--- config.mk ---
export PLATFORM = sky130hd
export DESIGN_NAME = dit_timers
export DESIGN_NICKNAME = d
export VERILOG_FILES = /design/src/rtl/dit_timers.v
export VERILOG_INCLUDE_DIRS = /design/src /design/src/rtl
export SDC_FILE = /design/constraint.sdc
export NUM_CORES = 1
export LEC_CHECK = 0
export BUFFER_PORTS_ARGS = -buffer_cell sky130_fd_sc_hd__buf_2
export CORE_MARGIN = 1
export CORE_UTILIZATION = 60
export CTS_CLUSTER_DIAMETER = 100
export DETAILED_ROUTE_END_ITERATION = 12
export GPL_TIMING_DRIVEN = 0
export PLACE_DENSITY = 0.92
export SLEW_MARGIN = 20
export SYNTH_ARGS = -nofsm -noshare
export SYNTH_HDL_FRONTEND = slang
export SYNTH_SLANG_ARGS = --single-unit
--- constraint.sdc ---
create_clock -name clock -period 5.8 [get_ports clock]
set_input_delay 0.87 -clock clock [delete_from_list [all_inputs] [get_ports clock]]
set_output_delay 0.87 -clock clock [all_outputs]
set_load 0.01 [all_outputs]
--- src/rtl/dit_regs.vh ---
// register offsets, field positions, reset values and clock-select codes
// for the dual interval timer block; definitions only, no logic.
// assumes an 8-bit register port whose address matches these offsets.
`ifndef DIT_REGS_VH
`define DIT_REGS_VH

`define DIT_ADDR_B_CTRL    8'hba
`define DIT_ADDR_A_CTRL    8'hbb
`define DIT_ADDR_A_REF     8'hbc
`define DIT_ADDR_B_REF     8'hbd
`define DIT_ADDR_A_CNT     8'hbe
`define DIT_ADDR_B_CNT     8'hbf
`define DIT_ADDR_PEND      8'hc0

`define DIT_CTRL_RESET     8'h00
`define DIT_REF_RESET      8'hff
`define DIT_BIT_COMBINE    7
`define DIT_BIT_CLEAR      3
`define DIT_BIT_INTERVAL   2
`define DIT_BIT_IRQ_EN     1
`define DIT_SEL_HI         6
`define DIT_SEL_LO         4
`define DIT_PEND_A         0
`define DIT_PEND_B         1

`define DIT_SEL_DIV512     3'h0
`define DIT_SEL_DIV256     3'h1
`define DIT_SEL_DIV64      3'h2
`define DIT_SEL_DIV8       3'h3
`define DIT_SEL_DIV1       3'h4
`define DIT_SEL_SUB        3'h5

`endif

--- src/rtl/dit_timers.v ---
// dual 8-bit interval timers with optional 16-bit joined mode.
// assumes all inputs synchronous to clock; register port is a simple
// one-cycle write strobe, read data registered one cycle after address.
`timescale 1ns/100ps
`include "dit_regs.vh"

module dit_timers (
  input  wire       clock,
  input  wire       sys_rst,
  input  wire [7:0] regAddr,
  input  wire       regWrEn,
  input  wire [7:0] regWrData,
  output reg  [7:0] regRdData,
  input  wire       subsystemClock,
  input  wire       externalTimerClock,
  output reg        timerAMatchPin,
  output reg        timerAMatchIrq,
  output reg        timerBMatchIrq
);

  // block outline
  // - one free 9-bit prescaler feeds both timers; taps give /512 down to /1
  // - subsystem and external clock inputs are edge detected, never used as clocks
  // - each timer: 8-bit up counter, 8-bit reference, equality compare
  // - a match clears the counter and counting resumes from zero
  // - a match sets the pending bit whether or not the interrupt is enabled
  // - software clears pending by writing 0; writing 1 leaves it alone
  // - control bit 3 is a strobe: it clears the counter (in joined mode A's clears both bytes, B's does nothing) and is not stored
  // - joined mode (control A bit 7) chains B above A as one 16-bit timer
  // limitations
  // - the prescaler is not cleared by the counter clear, so the first
  //   interval after a start may be short by up to one prescaler period
  // - a clock input pulse must last at least one clock to be seen
  // - pulses faster than half the system clock are lost, not counted
  // trade-off: one shared prescaler costs less than one per timer, at the
  // price of the phase freedom of each timer's first tick

  reg  [7:0] timerAControl_q;
  reg  [7:0] timerBControl_q;
  reg  [7:0] timerAReference_q;
  reg  [7:0] timerBReference_q;
  reg  [7:0] timerACounter_q;
  reg  [7:0] timerBCounter_q;
  reg  [1:0] irqPending_q;
  reg  [8:0] prescale_q;
  reg        subLast_q;
  reg        extLast_q;

  wire       subEdge = subsystemClock & ~subLast_q;
  wire       extEdge = externalTimerClock & ~extLast_q;
  wire       combined = timerAControl_q[`DIT_BIT_COMBINE];

  // one tick per selected clock edge; unknown codes fall to the pin (A) or sub (B)
  // the taps are and-reductions of the low prescaler bits, so every division
  // ticks exactly once per period and all divisions stay in phase
  // used twice, once per timer; B passes the subsystem edge as its fallback
  // so that timer B can never reach the external pin
  function tickSel;
    input [2:0] sel;
    input [8:0] pre;
    input       sub;
    input       alt;
    begin
      case (sel)
        `DIT_SEL_DIV512: tickSel = &pre[8:0];
        `DIT_SEL_DIV256: tickSel = &pre[7:0];
        `DIT_SEL_DIV64:  tickSel = &pre[5:0];
        `DIT_SEL_DIV8:   tickSel = &pre[2:0];
        `DIT_SEL_DIV1:   tickSel = 1'b1;
        `DIT_SEL_SUB:    tickSel = sub;
        default:         tickSel = alt;
      endcase
    end
  endfunction

  wire tickA = tickSel(timerAControl_q[`DIT_SEL_HI:`DIT_SEL_LO], prescale_q, subEdge, extEdge);
  wire tickB = tickSel(timerBControl_q[`DIT_SEL_HI:`DIT_SEL_LO], prescale_q, subEdge, subEdge);

  wire wrACtrl = regWrEn & (regAddr == `DIT_ADDR_A_CTRL);
  wire wrBCtrl = regWrEn & (regAddr == `DIT_ADDR_B_CTRL);
  wire clrA    = wrACtrl & regWrData[`DIT_BIT_CLEAR];
  wire clrB    = wrBCtrl & regWrData[`DIT_BIT_CLEAR];

  // joined mode runs on timer A's enable and clock only
  wire runA  = timerAControl_q[`DIT_BIT_INTERVAL] & tickA;
  wire runB  = timerBControl_q[`DIT_BIT_INTERVAL] & tickB;
  wire matchA8  = timerACounter_q == timerAReference_q;
  wire matchB8  = timerBCounter_q == timerBReference_q;
  wire match16  = matchA8 & matchB8;
  wire hitA = combined ? (runA & match16) : (runA & matchA8);
  wire hitB = ~combined & runB & matchB8;

  // free-running prescaler shared by both timers, plus edge memories
  always @(posedge clock) begin
    if (sys_rst) begin
      prescale_q <= 9'h000;
      subLast_q  <= 1'b0;
      extLast_q  <= 1'b0;
    end else begin
      prescale_q <= prescale_q + 9'h001;
      subLast_q  <= subsystemClock;
      extLast_q  <= externalTimerClock;
    end
  end

  // control and reference registers; clear bit is a strobe, never stored
  always @(posedge clock) begin
    if (sys_rst) begin
      timerAControl_q   <= `DIT_CTRL_RESET;
      timerBControl_q   <= `DIT_CTRL_RESET;
      timerAReference_q <= `DIT_REF_RESET;
      timerBReference_q <= `DIT_REF_RESET;
    end else begin
      if (wrACtrl)
        timerAControl_q <= regWrData & 8'hf7;
      if (wrBCtrl)
        timerBControl_q <= regWrData & 8'h77;
      if (regWrEn && regAddr == `DIT_ADDR_A_REF)
        timerAReference_q <= regWrData;
      if (regWrEn && regAddr == `DIT_ADDR_B_REF)
        timerBReference_q <= regWrData;
    end
  end

  // counters: clear wins over counting so a started interval counts from zero
  // a match is only taken on a tick, so the period is (reference + 1) ticks
  // joined mode: A is the low byte and carries into B when it rolls over;
  // the match needs both bytes equal, and both bytes clear together
  // a reference of zero gives a match on every tick
  // stopping the timer keeps the count; software restarts it with a clear
  // writing the reference while running takes effect on the next compare,
  // so a reference below the count runs on past the wrap before matching
  always @(posedge clock) begin
    if (sys_rst) begin
      timerACounter_q <= 8'h00;
      timerBCounter_q <= 8'h00;
    end else if (combined) begin
      if (clrA || hitA) begin
        timerACounter_q <= 8'h00;
        timerBCounter_q <= 8'h00;
      end else if (runA) begin
        timerACounter_q <= timerACounter_q + 8'h01;
        if (&timerACounter_q)
          timerBCounter_q <= timerBCounter_q + 8'h01; // carry into high byte
      end
    end else begin
      if (clrA || hitA)
        timerACounter_q <= 8'h00;
      else if (runA)
        timerACounter_q <= timerACounter_q + 8'h01;
      if (clrB || hitB)
        timerBCounter_q <= 8'h00;
      else if (runB)
        timerBCounter_q <= timerBCounter_q + 8'h01;
    end
  end

  // pending bits: a write of 0 clears, a same-cycle match still sets
  // set wins so a match that lands on a service write is never lost;
  // software that clears a bit already serviced cannot hide a new event
  // in joined mode only bit 0 is ever set by a match
  wire       wrPend = regWrEn & (regAddr == `DIT_ADDR_PEND);
  wire [1:0] pendKeep = wrPend ? (irqPending_q & regWrData[1:0]) : irqPending_q;
  wire [1:0] pendNext = pendKeep | {hitB, hitA};

  always @(posedge clock) begin
    if (sys_rst)
      irqPending_q <= 2'b00;
    else
      irqPending_q <= pendNext;
  end

  // outputs from flops; irq only when enabled and not in joined mode for B
  // irq is a level built from the next pending value, so it rises on the
  // same edge as the pending bit; a control change shows one edge later
  // the pin toggles rather than pulses so slow observers see every match
  always @(posedge clock) begin
    if (sys_rst) begin
      timerAMatchPin <= 1'b0;
      timerAMatchIrq <= 1'b0;
      timerBMatchIrq <= 1'b0;
    end else begin
      if (hitA)
        timerAMatchPin <= ~timerAMatchPin;
      timerAMatchIrq <= pendNext[`DIT_PEND_A] & timerAControl_q[`DIT_BIT_IRQ_EN]
                        & timerAControl_q[`DIT_BIT_INTERVAL];
      timerBMatchIrq <= pendNext[`DIT_PEND_B] & timerBControl_q[`DIT_BIT_IRQ_EN]
                        & timerBControl_q[`DIT_BIT_INTERVAL] & ~combined;
    end
  end

  // registered read mux; unmapped addresses read zero
  // read data lags the address by one edge; the counters are read only
  // and a write to their offsets is ignored
  always @(posedge clock) begin
    if (sys_rst)
      regRdData <= 8'h00;
    else begin
      case (regAddr)
        `DIT_ADDR_A_CTRL: regRdData <= timerAControl_q;
        `DIT_ADDR_B_CTRL: regRdData <= timerBControl_q;
        `DIT_ADDR_A_REF:  regRdData <= timerAReference_q;
        `DIT_ADDR_B_REF:  regRdData <= timerBReference_q;
        `DIT_ADDR_A_CNT:  regRdData <= timerACounter_q;
        `DIT_ADDR_B_CNT:  regRdData <= timerBCounter_q;
        `DIT_ADDR_PEND:   regRdData <= {6'h00, irqPending_q};
        default:          regRdData <= 8'h00;
      endcase
    end
  end

endmodule // dit_timers

==> results of run 1 <==
## final cells by class
cell class	instances	share of cell area, %
clock inverter	7	1.89
timing repair buffer	30	3.84
multi-input combinational	281	50.8
buffer	18	1.86
tap	72	2.31
inverter	8	0.769
clock buffer	9	3.17
sequential	69	35.4
## routing by layer
layer,vias up,wire (um)
li1,1456,-
met1,1493,3680
met2,160,4160
met3,35,649
met4,0,356
met5,-,0
## cell families (layout without fill, tap and decap cells)
kind of cell,after synthesis,count (layout),synth area share [%]
compound gates,66,66,13.5
fa+ha+maj,5,5,1.80
mux,25,25,9.78
xor+xnor,28,28,7.07
buf+inv,26,72,2.96
simple gates,157,157,25.1
flops,69,69,39.8
## flip-flops by register name (all words and copies together) (netlist names)
register / count
timerBControl_q: 6
timerAMatchIrq: 1
regRdData: 8
timerAReference_q: 8
timerBMatchIrq: 1
timerBCounter_q: 8
prescale_q: 9
irqPending_q: 2
timerAControl_q: 7
timerBReference_q: 8
extLast_q: 1
timerACounter_q: 8
subLast_q: 1
timerAMatchPin: 1
## worst reg2reg max path: stages, from the launching register on
cell and delay [ns]:
dfxtp_1 0.38, ha_1 0.21, and4_1 0.34, and2_1 0.17, ha_1 0.22, nor3b_1 0.20, a211o_1 0.16, o22ai_4 0.12
nor4_4 0.53, o22ai_2 0.27, and3_4 0.25, mux2_2 0.25
## cells in the final DEF, fill, tap and decap left out, types with 4 or more instances in the layout
master,Yosys,final
clkbuf_8,0,9
nand2_1,53,53
a21oi_1,26,26
nor4_1,4,4
clkbuf_1,13,13
mux2i_1,17,17
inv_1,7,7
xnor2_1,6,6
and3_1,9,9
nor2b_1,7,7
nor3b_1,4,4
nand4_1,4,4
dfxtp_1,69,69
o21ai_0,11,11
a22oi_1,4,4
buf_2,3,33
and2_1,4,4
a32oi_1,6,6
ha_1,5,5
nor2_1,22,22
xor2_1,22,22
and4_1,6,6
mux4_2,7,7
nand3_1,22,22
## worst paths after layout
kind | from | to | slack, ns | cells past startpoint
hold / removal | timerAControl_q[0] | timerAControl_q[0] | 0.47 | 2
setup reg to reg | prescale_q[0] | timerBCounter_q[0] | 2.60 | 11
hold reg to reg | timerAControl_q[0] | timerAControl_q[0] | 0.47 | 2
setup / recovery | prescale_q[0] | timerBCounter_q[0] | 2.60 | 11
## per-stage QoR
step | hold slack (ns) | worst slack [ns]
2_1_floorplan | 0.426 | 3.00
4_1_cts | 0.470 | 2.62
6_report | 0.470 | 2.60
3_3_place_gp | 0.443 | 2.72
3_5_place_dp | 0.456 | 2.64
5_1_grt | 0.499 | 2.43
## power by group through the flow
| stage | Clock [mW] | Sequential, mW | Combinational, mW |
|---|---|---|---|
| floorplan | 0 | 0.489 | 0.0242 |
| global placement | 0 | 0.489 | 0.0418 |
| detailed placement | 0 | 0.490 | 0.0436 |
| CTS | 0.402 | 0.478 | 0.0441 |
| global route | 0.423 | 0.479 | 0.0478 |
| finish | 0.400 | 0.478 | 0.0449 |
==> run_results.csv, run 1 <==
group,metric,value,unit
clock_tree,path_clk_slew,0.08,ns
timing,setup_tns,0,ns
route,ant_nets,0,
die,coreArea,5540,um2
clock_tree,cts_tree,"done",
die,chipHeight,78.0,um
synth,synth_edf_count,0,
timing,max_freq,312,MHz
synth,synth.distinct_cells,55,
synth,synth_area_leaders,"dfxtp_1 40%, nand2_1 5.7%, xor2_1 5.6%",
route,wl,8.84,mm
synth,synth_top_area_share,39.8,%
clock_tree,ctsHoldBuffers,0,
route,dr.pass1.iters,5,
timing,rsz0062_at_grt,"no",
power_and_ir_drop,leakage,1.46,nW
clock_tree,cts_buffer_depth,2,
critical_path,cp_common_cell,"ha_1",
grt,grt_pass1_wl,14.2,mm
synth,synthCells,376,
worst_hold_path,hold_path.class,"reg -> reg",
layout,seq_area,1380,um2
clock_tree,cts_setup_buffers,0,
timing,setup_viol,0,
synth,syn-cell-area,3470,um2
power_and_ir_drop,p_clk_share,43.3,%
clock_tree,htree_levels,3,
grt,top_usage_layer,"met2",
power_and_ir_drop,switching_share,25.0,%
power_and_ir_drop,comb_power_share,4.9,%
placement,numPortBuffers,30,
layout,final_cell_area,3910,um2
die,rows,27,
route,drt-initial-drc-count,320,
timing,skew,0.0167,ns
grt,grt_use_met2,50.0,%
grt,antenna_found_initial,0,
clock_tree,cts_made_buffers,9,
clock_tree,cts.sinks,69,
layout,multi_input_area,1980,um2
synth,post-synth-top-count-cell,"dfxtp_1",
synth,yosysSeqAreaShare,39.8,%
critical_path,crit_path_top_delay_cell,"nor4_4",
synth,syn_area_per_cell,9.22,um2
synth,yosys_warnings,0,
timing,worst_slew_pin_slew,0.666,ns
synth,ys_top_cells_by_count,"69 x dfxtp_1, 53 x nand2_1, 26 x a21oi_1",
layout,fin_util,70.5,%
layout,finalNonFillerCells,494,
critical_path,cp-start-kind,"flip-flop",
job,maxCapViolCount,0,
power_and_ir_drop,peakVddDrop,196,uV
layout,drive_gt1_share,17.8,%
critical_path,arrival,3.44,ns
die,ios,32,
grt,overflow,0,
layout,nets,443,
power_and_ir_drop,power_switching,0.231,mW
route,via_count,3144,
status,status,"finished clean",
timing,max_slew_margin,55.6,%
placement,dp_hpwl,6.29,mm
route,via_per_inst,6.36,
grt,grt_start_max_net_pins,14,
synth,ys_ff_latch,69,
critical_path,max_stage_delay,0.52,ns
critical_path,path_class,"reg -> reg",
critical_path,crit_family,"simple AND/OR/NAND/NOR gates",
grt,use_met3,5.58,%
power_and_ir_drop,seq_power_share,51.8,%
synth,syn_nets,402,
power_and_ir_drop,p_int,0.693,mW
layout,syn_to_final_growth,12.6,%
timing,fin_crit_sh,55.3,%
placement,dp_cells,478,
timing,fin_crit,3.20,ns
placement,placed_cell_area,3710,um2
grt,track_usage,30.6,%
die,die_w,78.0,um
critical_path,critPathCaptureType,"flip-flop",
critical_path,required,6.03,ns
layout,fill_cells,417,
placement,place_congestion,0.987,
critical_path,critPathMaxFanout,8,
power_and_ir_drop,power,0.923,mW
critical_path,path_buf_inv,0,
timing,drv_slew,0,
grt,grt_pass1_vias,2924,
power_and_ir_drop,pwr_density_cell,236,nW/um2
grt,grt_util_met1,37.5,%
timing,finalHoldViolations,0,
route,drc,0,
synth,synthArstFlopShare,0,%
clock_tree,ctsResizeCount,0,
route,wl_per_cell,17.9,um
die,dieArea,6090,um2
clock_tree,clk_latency,0.36,ns
synth,ys.flop_type,"dfxtp_1",
layout,n_antenna_cell,0,
clock_tree,cts-root-buf,"clkbuf_8",
critical_path,worstPathCellList,"ha_1, and4_1, and2_1, ha_1, nor3b_1, a211o_1, o22ai_4, nor4_4, o22ai_2, and3_4, mux2_2",
die,start_util,62.6,%
synth,synth_top_area_cell,"dfxtp_1",
Note: power is estimated with default switching activity, not from simulation.
==> run 2: changes to the inputs <==
CORE_UTILIZATION = 59   (was 60)
PLACE_DENSITY = 0.91   (was 0.92)
clock period = 3.2 ns   (was 5.8 ns; I/O delays follow)
==> run 2 against run 1 <==
  * Non-clock buffer count rose by 4
  * Register-to-register slack got worse by 2.5 ns
  * Final area rose by 1.3%
  * Largest power group unchanged
  * First-iteration DRC count rose by 26%
  * Critical endpoint unchanged
  * Sequential power rose by 81%
  * Utilization rose by 0.52 points
==> run_results.csv, run 2 (synthesis gave the netlist of run 1 again) <==
group,metric,value,unit
grt,overflow,0,
worst_hold_path,hold_path.class,"in -> reg",
timing,finalHoldViolations,0,
die,start_util,62.2,%
power_and_ir_drop,peakVddDrop,256,uV
clock_tree,ctsHoldBuffers,0,
critical_path,arrival,3.34,ns
die,dieArea,6190,um2
clock_tree,cts_made_buffers,9,
timing,setup_tns,0,ns
route,ant_nets,0,
power_and_ir_drop,comb_power_share,4.8,%
layout,seq_area,1380,um2
critical_path,path_class,"reg -> reg",
route,drc,0,
critical_path,cp-start-kind,"flip-flop",
clock_tree,cts.sinks,69,
clock_tree,htree_levels,3,
die,die_w,78.7,um
layout,multi_input_area,1990,um2
grt,grt_start_max_net_pins,13,
layout,fin_util,71.0,%
power_and_ir_drop,p_clk_share,44.4,%
grt,track_usage,30.9,%
layout,final_common_cell,"dfxtp_1",
timing,drv_slew,0,
power_and_ir_drop,leakage,1.48,nW
layout,regMostFlops,"prescale_q",
placement,dp_hpwl,6.07,mm
grt,antenna_found_initial,0,
timing,hold_slack,0.394,ns
layout,fill_cells,394,
power_and_ir_drop,power_switching,0.413,mW
timing,max_slew_margin,53.1,%
grt,grt_pass1_wl,14.4,mm
layout,final_cell_area,3960,um2
timing,setup_viol,0,
die,rows,27,
job,maxCapViolCount,0,
placement,place_congestion,0.878,
clock_tree,cts_tree,"done",
placement,placed_cell_area,3710,um2
power_and_ir_drop,p_int,1.29,mW
timing,finalWorstSetupSlack,0.103,ns
critical_path,critPathCaptureType,"flip-flop",
placement,numPortBuffers,30,
timing,skew,0.0118,ns
timing,max_freq,323,MHz
clock_tree,path_clk_slew,0.08,ns
route,drt-initial-drc-count,403,
layout,largest_reg_flops,9,
power_and_ir_drop,seq_power_share,50.8,%
placement,dp_slack,0.0353,ns
clock_tree,cts-root-buf,"clkbuf_8",
route,dr.pass1.iters,5,
timing,worst_slew_pin_slew,0.701,ns
grt,grt_pass1_vias,2992,
critical_path,critPathMaxFanout,5,
die,chipHeight,78.7,um
route,wl,9.05,mm
timing,rsz0062_at_grt,"no",
die,coreArea,5570,um2
power_and_ir_drop,pwr_density_cell,431,nW/um2
layout,n_antenna_cell,0,
layout,nets,447,
layout,mostFrequentLayoutCells,"69 x dfxtp_1, 53 x nand2_1, 33 x buf_2, 26 x a21oi_1",
power_and_ir_drop,switching_share,24.2,%
route,via_per_inst,6.33,
route,via_count,3154,
layout,syn_to_final_growth,14.1,%
status,status,"finished clean",
clock_tree,cts_buffer_depth,2,
die,ios,32,
route,wl_per_cell,18.2,um
timing,fin_crit_sh,96.8,%
clock_tree,clk_latency,0.36,ns
timing,fin_crit,3.10,ns
layout,drive_gt1_share,19.2,%
critical_path,required,3.44,ns
[run 2: cell count changes in the layout (fill, tap and decap cells not counted), sizes merged]
cell / before / now
clkinvlp: 1 / 2
buf: 34 / 38
clkbuf: 23 / 25
inv: 9 / 7
clkinv: 4 / 3
[run 2: layout make-up]
class / instances / share of cell area, %
Clock buffer: 11 / 3.83
Timing Repair Buffer: 34 / 4.55
Sequential cell: 69 / 34.9
Buffer: 18 / 1.83
Tap cell: 72 / 2.28
Clock inverter: 5 / 1.49
Multi-Input combinational cell: 281 / 50.4
Inverter: 8 / 0.759
[run 2: power groups by stage]
stage | combinational, mW | sequential (mW) | clock (mW)
after floorplan | 0.0438 | 0.886 | 0
after detailed placement | 0.0789 | 0.887 | 0
after global routing | 0.0877 | 0.868 | 0.790
after CTS | 0.0803 | 0.867 | 0.757
final | 0.0820 | 0.867 | 0.757
after global placement | 0.0758 | 0.887 | 0
[run 2: through the flow]
stage	std cells	total power, mW
floorplan	376	0.930
global placement	478	0.962
detailed placement	478	0.966
CTS	497	1.70
global route	498	1.75
finish	498	1.71
[run 2: final timing paths]
check	from	to	slack [ns]	cells after the start
min	externalTimerClock	extLast_q	0.39	2
min reg2reg	prescale_q[0]	prescale_q[0]	0.47	1
max	prescale_q[0]	timerBCounter_q[0]	0.10	12
max reg2reg	prescale_q[0]	timerBCounter_q[0]	0.10	12
[run 2: per-layer routing]
metal / global-route usage, % / vias to the layer above / wire length (um) / part of all wire (%)
met4: 18.9 / 0 / 357 / 3.9
met5: 0 / - / 0 / 0
li1: - / 1454 / - / -
met3: 6.86 / 41 / 694 / 7.7
met1: 37.9 / 1465 / 3760 / 42
met2: 49.2 / 194 / 4240 / 47
[run 2: critical path: stages, from the launching register on]
cell and delay [ns]:
dfxtp_1 0.33, ha_1 0.24, and4_2 0.30, and2_1 0.17, ha_2 0.21, nor3b_1 0.14
a211o_1 0.27, o22ai_4 0.28, nor4_4 0.07, buf_4 0.15, o32a_4 0.39, and3_4 0.18
mux2_2 0.25
[run 2: timing repair]
item                       in CTS  in global routing
buffers inserted                3                  1
setup endpoints to repair       2                 17
gates cloned                    0                  0
pin swaps                       1                  1
gates resized for setup         0                  4
==> run 3: changes to the inputs <==
CORE_ASPECT_RATIO = 1.2   (was unset)
==> run 3 against run 2 <==
  * Utilization fell by 1.6 points
  * Non-clock buffer count is 1 lower
  * Combinational power down 1%
  * Final area is 0.63% lower
  * Critical path depth unchanged
  * Largest cell class unchanged
==> run_results.csv, run 3 (synthesis gave the netlist of run 1 again) <==
group,metric,value,unit
clock_tree,htree_levels,3,
critical_path,arrival,3.26,ns
critical_path,max_stage_delay,0.39,ns
critical_path,cp.depth,12,
power_and_ir_drop,pwr_density_cell,412,nW/um2
grt,grt_start_max_net_pins,12,
clock_tree,path_clk_slew,0.07,ns
timing,finalHoldViolations,0,
timing,setup_viol,0,
layout,syn_to_final_growth,13.4,%
die,chipHeight,86.0,um
die,dieArea,6190,um2
critical_path,path_buf_inv,1,
status,status,"finished clean",
critical_path,critPathCaptureType,"flip-flop",
worst_hold_path,hold_path.class,"in -> reg",
power_and_ir_drop,p_int,1.24,mW
critical_path,cp-start-kind,"flip-flop",
route,wl_per_cell,17.3,um
placement,dp_slack,0.00355,ns
grt,track_usage,30.3,%
grt,grt_pass1_wl,14.4,mm
critical_path,reg2reg_slack,0.17,ns
placement,place_congestion,0.880,
die,coreArea,5670,um2
route,wl,8.74,mm
timing,max_freq,330,MHz
die,ios,32,
critical_path,r2r-end,"timerBCounter_q[0]",
layout,mostFrequentLayoutCells,"69 x dfxtp_1, 53 x nand2_1, 33 x buf_2, 26 x a21oi_1",
grt,use_met3,7.99,%
layout,fill_cells,451,
grt,antenna_found_initial,0,
timing,fin_crit_sh,94.6,%
route,ant_nets,0,
layout,regMostFlops,"prescale_q",
power_and_ir_drop,seq_power_share,53.6,%
timing,setup_tns,0,ns
power_and_ir_drop,leakage,1.49,nW
power_and_ir_drop,power,1.62,mW
route,drc,0,
route,via_count,3142,
critical_path,reg2reg_depth,12,
clock_tree,ctsHoldBuffers,0,
timing,skew,0.00949,ns
clock_tree,clk_latency,0.35,ns
power_and_ir_drop,p_clk_share,41.4,%
timing,max_slew_margin,55.6,%
die,start_util,61.2,%
clock_tree,cts-root-buf,"clkbuf_8",
critical_path,crit_path_top_delay_cell,"o32a_4",
critical_path,worstPathCellList,"ha_1, and4_4, and2_1, ha_2, nor3b_1, a211o_1, o22ai_4, nor4_4, buf_4, o32a_4, and3_4, mux2_2",
critical_path,required,3.43,ns
layout,n_antenna_cell,0,
critical_path,timing.rr.start,"prescale_q[0]",
timing,drv_slew,0,
timing,finalWorstSetupSlack,0.172,ns
power_and_ir_drop,power_switching,0.376,mW
critical_path,critPathMaxFanout,5,
layout,largest_reg_flops,9,
power_and_ir_drop,peakVddDrop,315,uV
placement,dp_hpwl,6.41,mm
route,dr.pass1.iters,6,
grt,grt_util_met1,33.2,%
die,rows,30,
layout,final_common_cell,"dfxtp_1",
die,die_w,72.0,um
job,maxCapViolCount,0,
placement,numPortBuffers,30,
route,via_per_inst,6.23,
clock_tree,cts.sinks,69,
timing,fin_crit,3.03,ns
clock_tree,cts_made_buffers,9,
critical_path,crit_family,"compound AO/OA/AOI/OAI gates",
critical_path,critPathLaunch,"prescale_q[0]",
clock_tree,cts_tree,"done",
timing,worst_slew_pin_slew,0.664,ns
critical_path,path_class,"reg -> reg",
grt,top_usage_layer,"met2",
timing,rsz0062_at_grt,"no",
grt,overflow,0,
critical_path,crit_end,"timerBCounter_q[0]",
power_and_ir_drop,comb_power_share,5.0,%
layout,drive_gt1_share,18.6,%
layout,nets,446,
grt,grt_pass1_vias,3107,
power_and_ir_drop,switching_share,23.2,%
clock_tree,cts_buffer_depth,2,
grt,grt_use_met2,52.1,%
route,drt-initial-drc-count,246,
[run 3: what timing repair did]
item | CTS | global route
pin swaps | 1 | 2
setup endpoints to repair | 2 | 8
resized for setup | 0 | 5
buffers inserted | 2 | 1
gates cloned | 0 | 0
[run 3: worst min path at each step]
stage,from,slack [ns],endpoint,depth (start not counted)
6_report,externalTimerClock,0.36,extLast_q,2
5_1_grt,subsystemClock,0.37,subLast_q,2
4_1_cts,subsystemClock,0.36,subLast_q,2
3_5_place_dp,timerAControl_q[0],0.45,regRdData[0],2
3_3_place_gp,prescale_q[0],0.44,prescale_q[0],1
2_1_floorplan,prescale_q[0],0.43,prescale_q[0],1
[run 3: metal layers]
metal	up-vias	part of all wire, %
met5	-	0
met4	0	3.8
met3	41	6.9
met2	160	51
met1	1482	38
li1	1459	-
[run 3: power groups by stage]
stage                     registers (mW)  logic [mW]  clock network, mW
after floorplan                    0.886      0.0438                  0
after global placement             0.887      0.0761                  0
after CTS                          0.868      0.0789              0.677
after global routing               0.868      0.0869              0.714
after detailed placement           0.887      0.0785                  0
final                              0.868      0.0808              0.671
[run 3: cell type report]
type | count | area [um2] | area share, %
Sequential cell | 69 | 1380 | 35.1
Multi-Input combinational cell | 281 | 2000 | 50.7
Timing Repair Buffer | 33 | 173 | 4.39
Inverter | 8 | 30.0 | 0.764
Clock buffer | 10 | 128 | 3.25
Buffer | 18 | 72.6 | 1.85
Tap cell | 80 | 100 | 2.55
Clock inverter | 5 | 52.6 | 1.34
[run 3: stage by stage]
step                      utilization, %  hold WS, ns  std cells  instance area, um2
after detailed placement            65.6        0.450        486                3720
final                               69.4        0.362        504                3930
after global placement              65.6        0.443        486                3720
after global routing                69.4        0.369        504                3930
after floorplan                        -        0.426        376                3470
after CTS                           69.0        0.361        503                3910
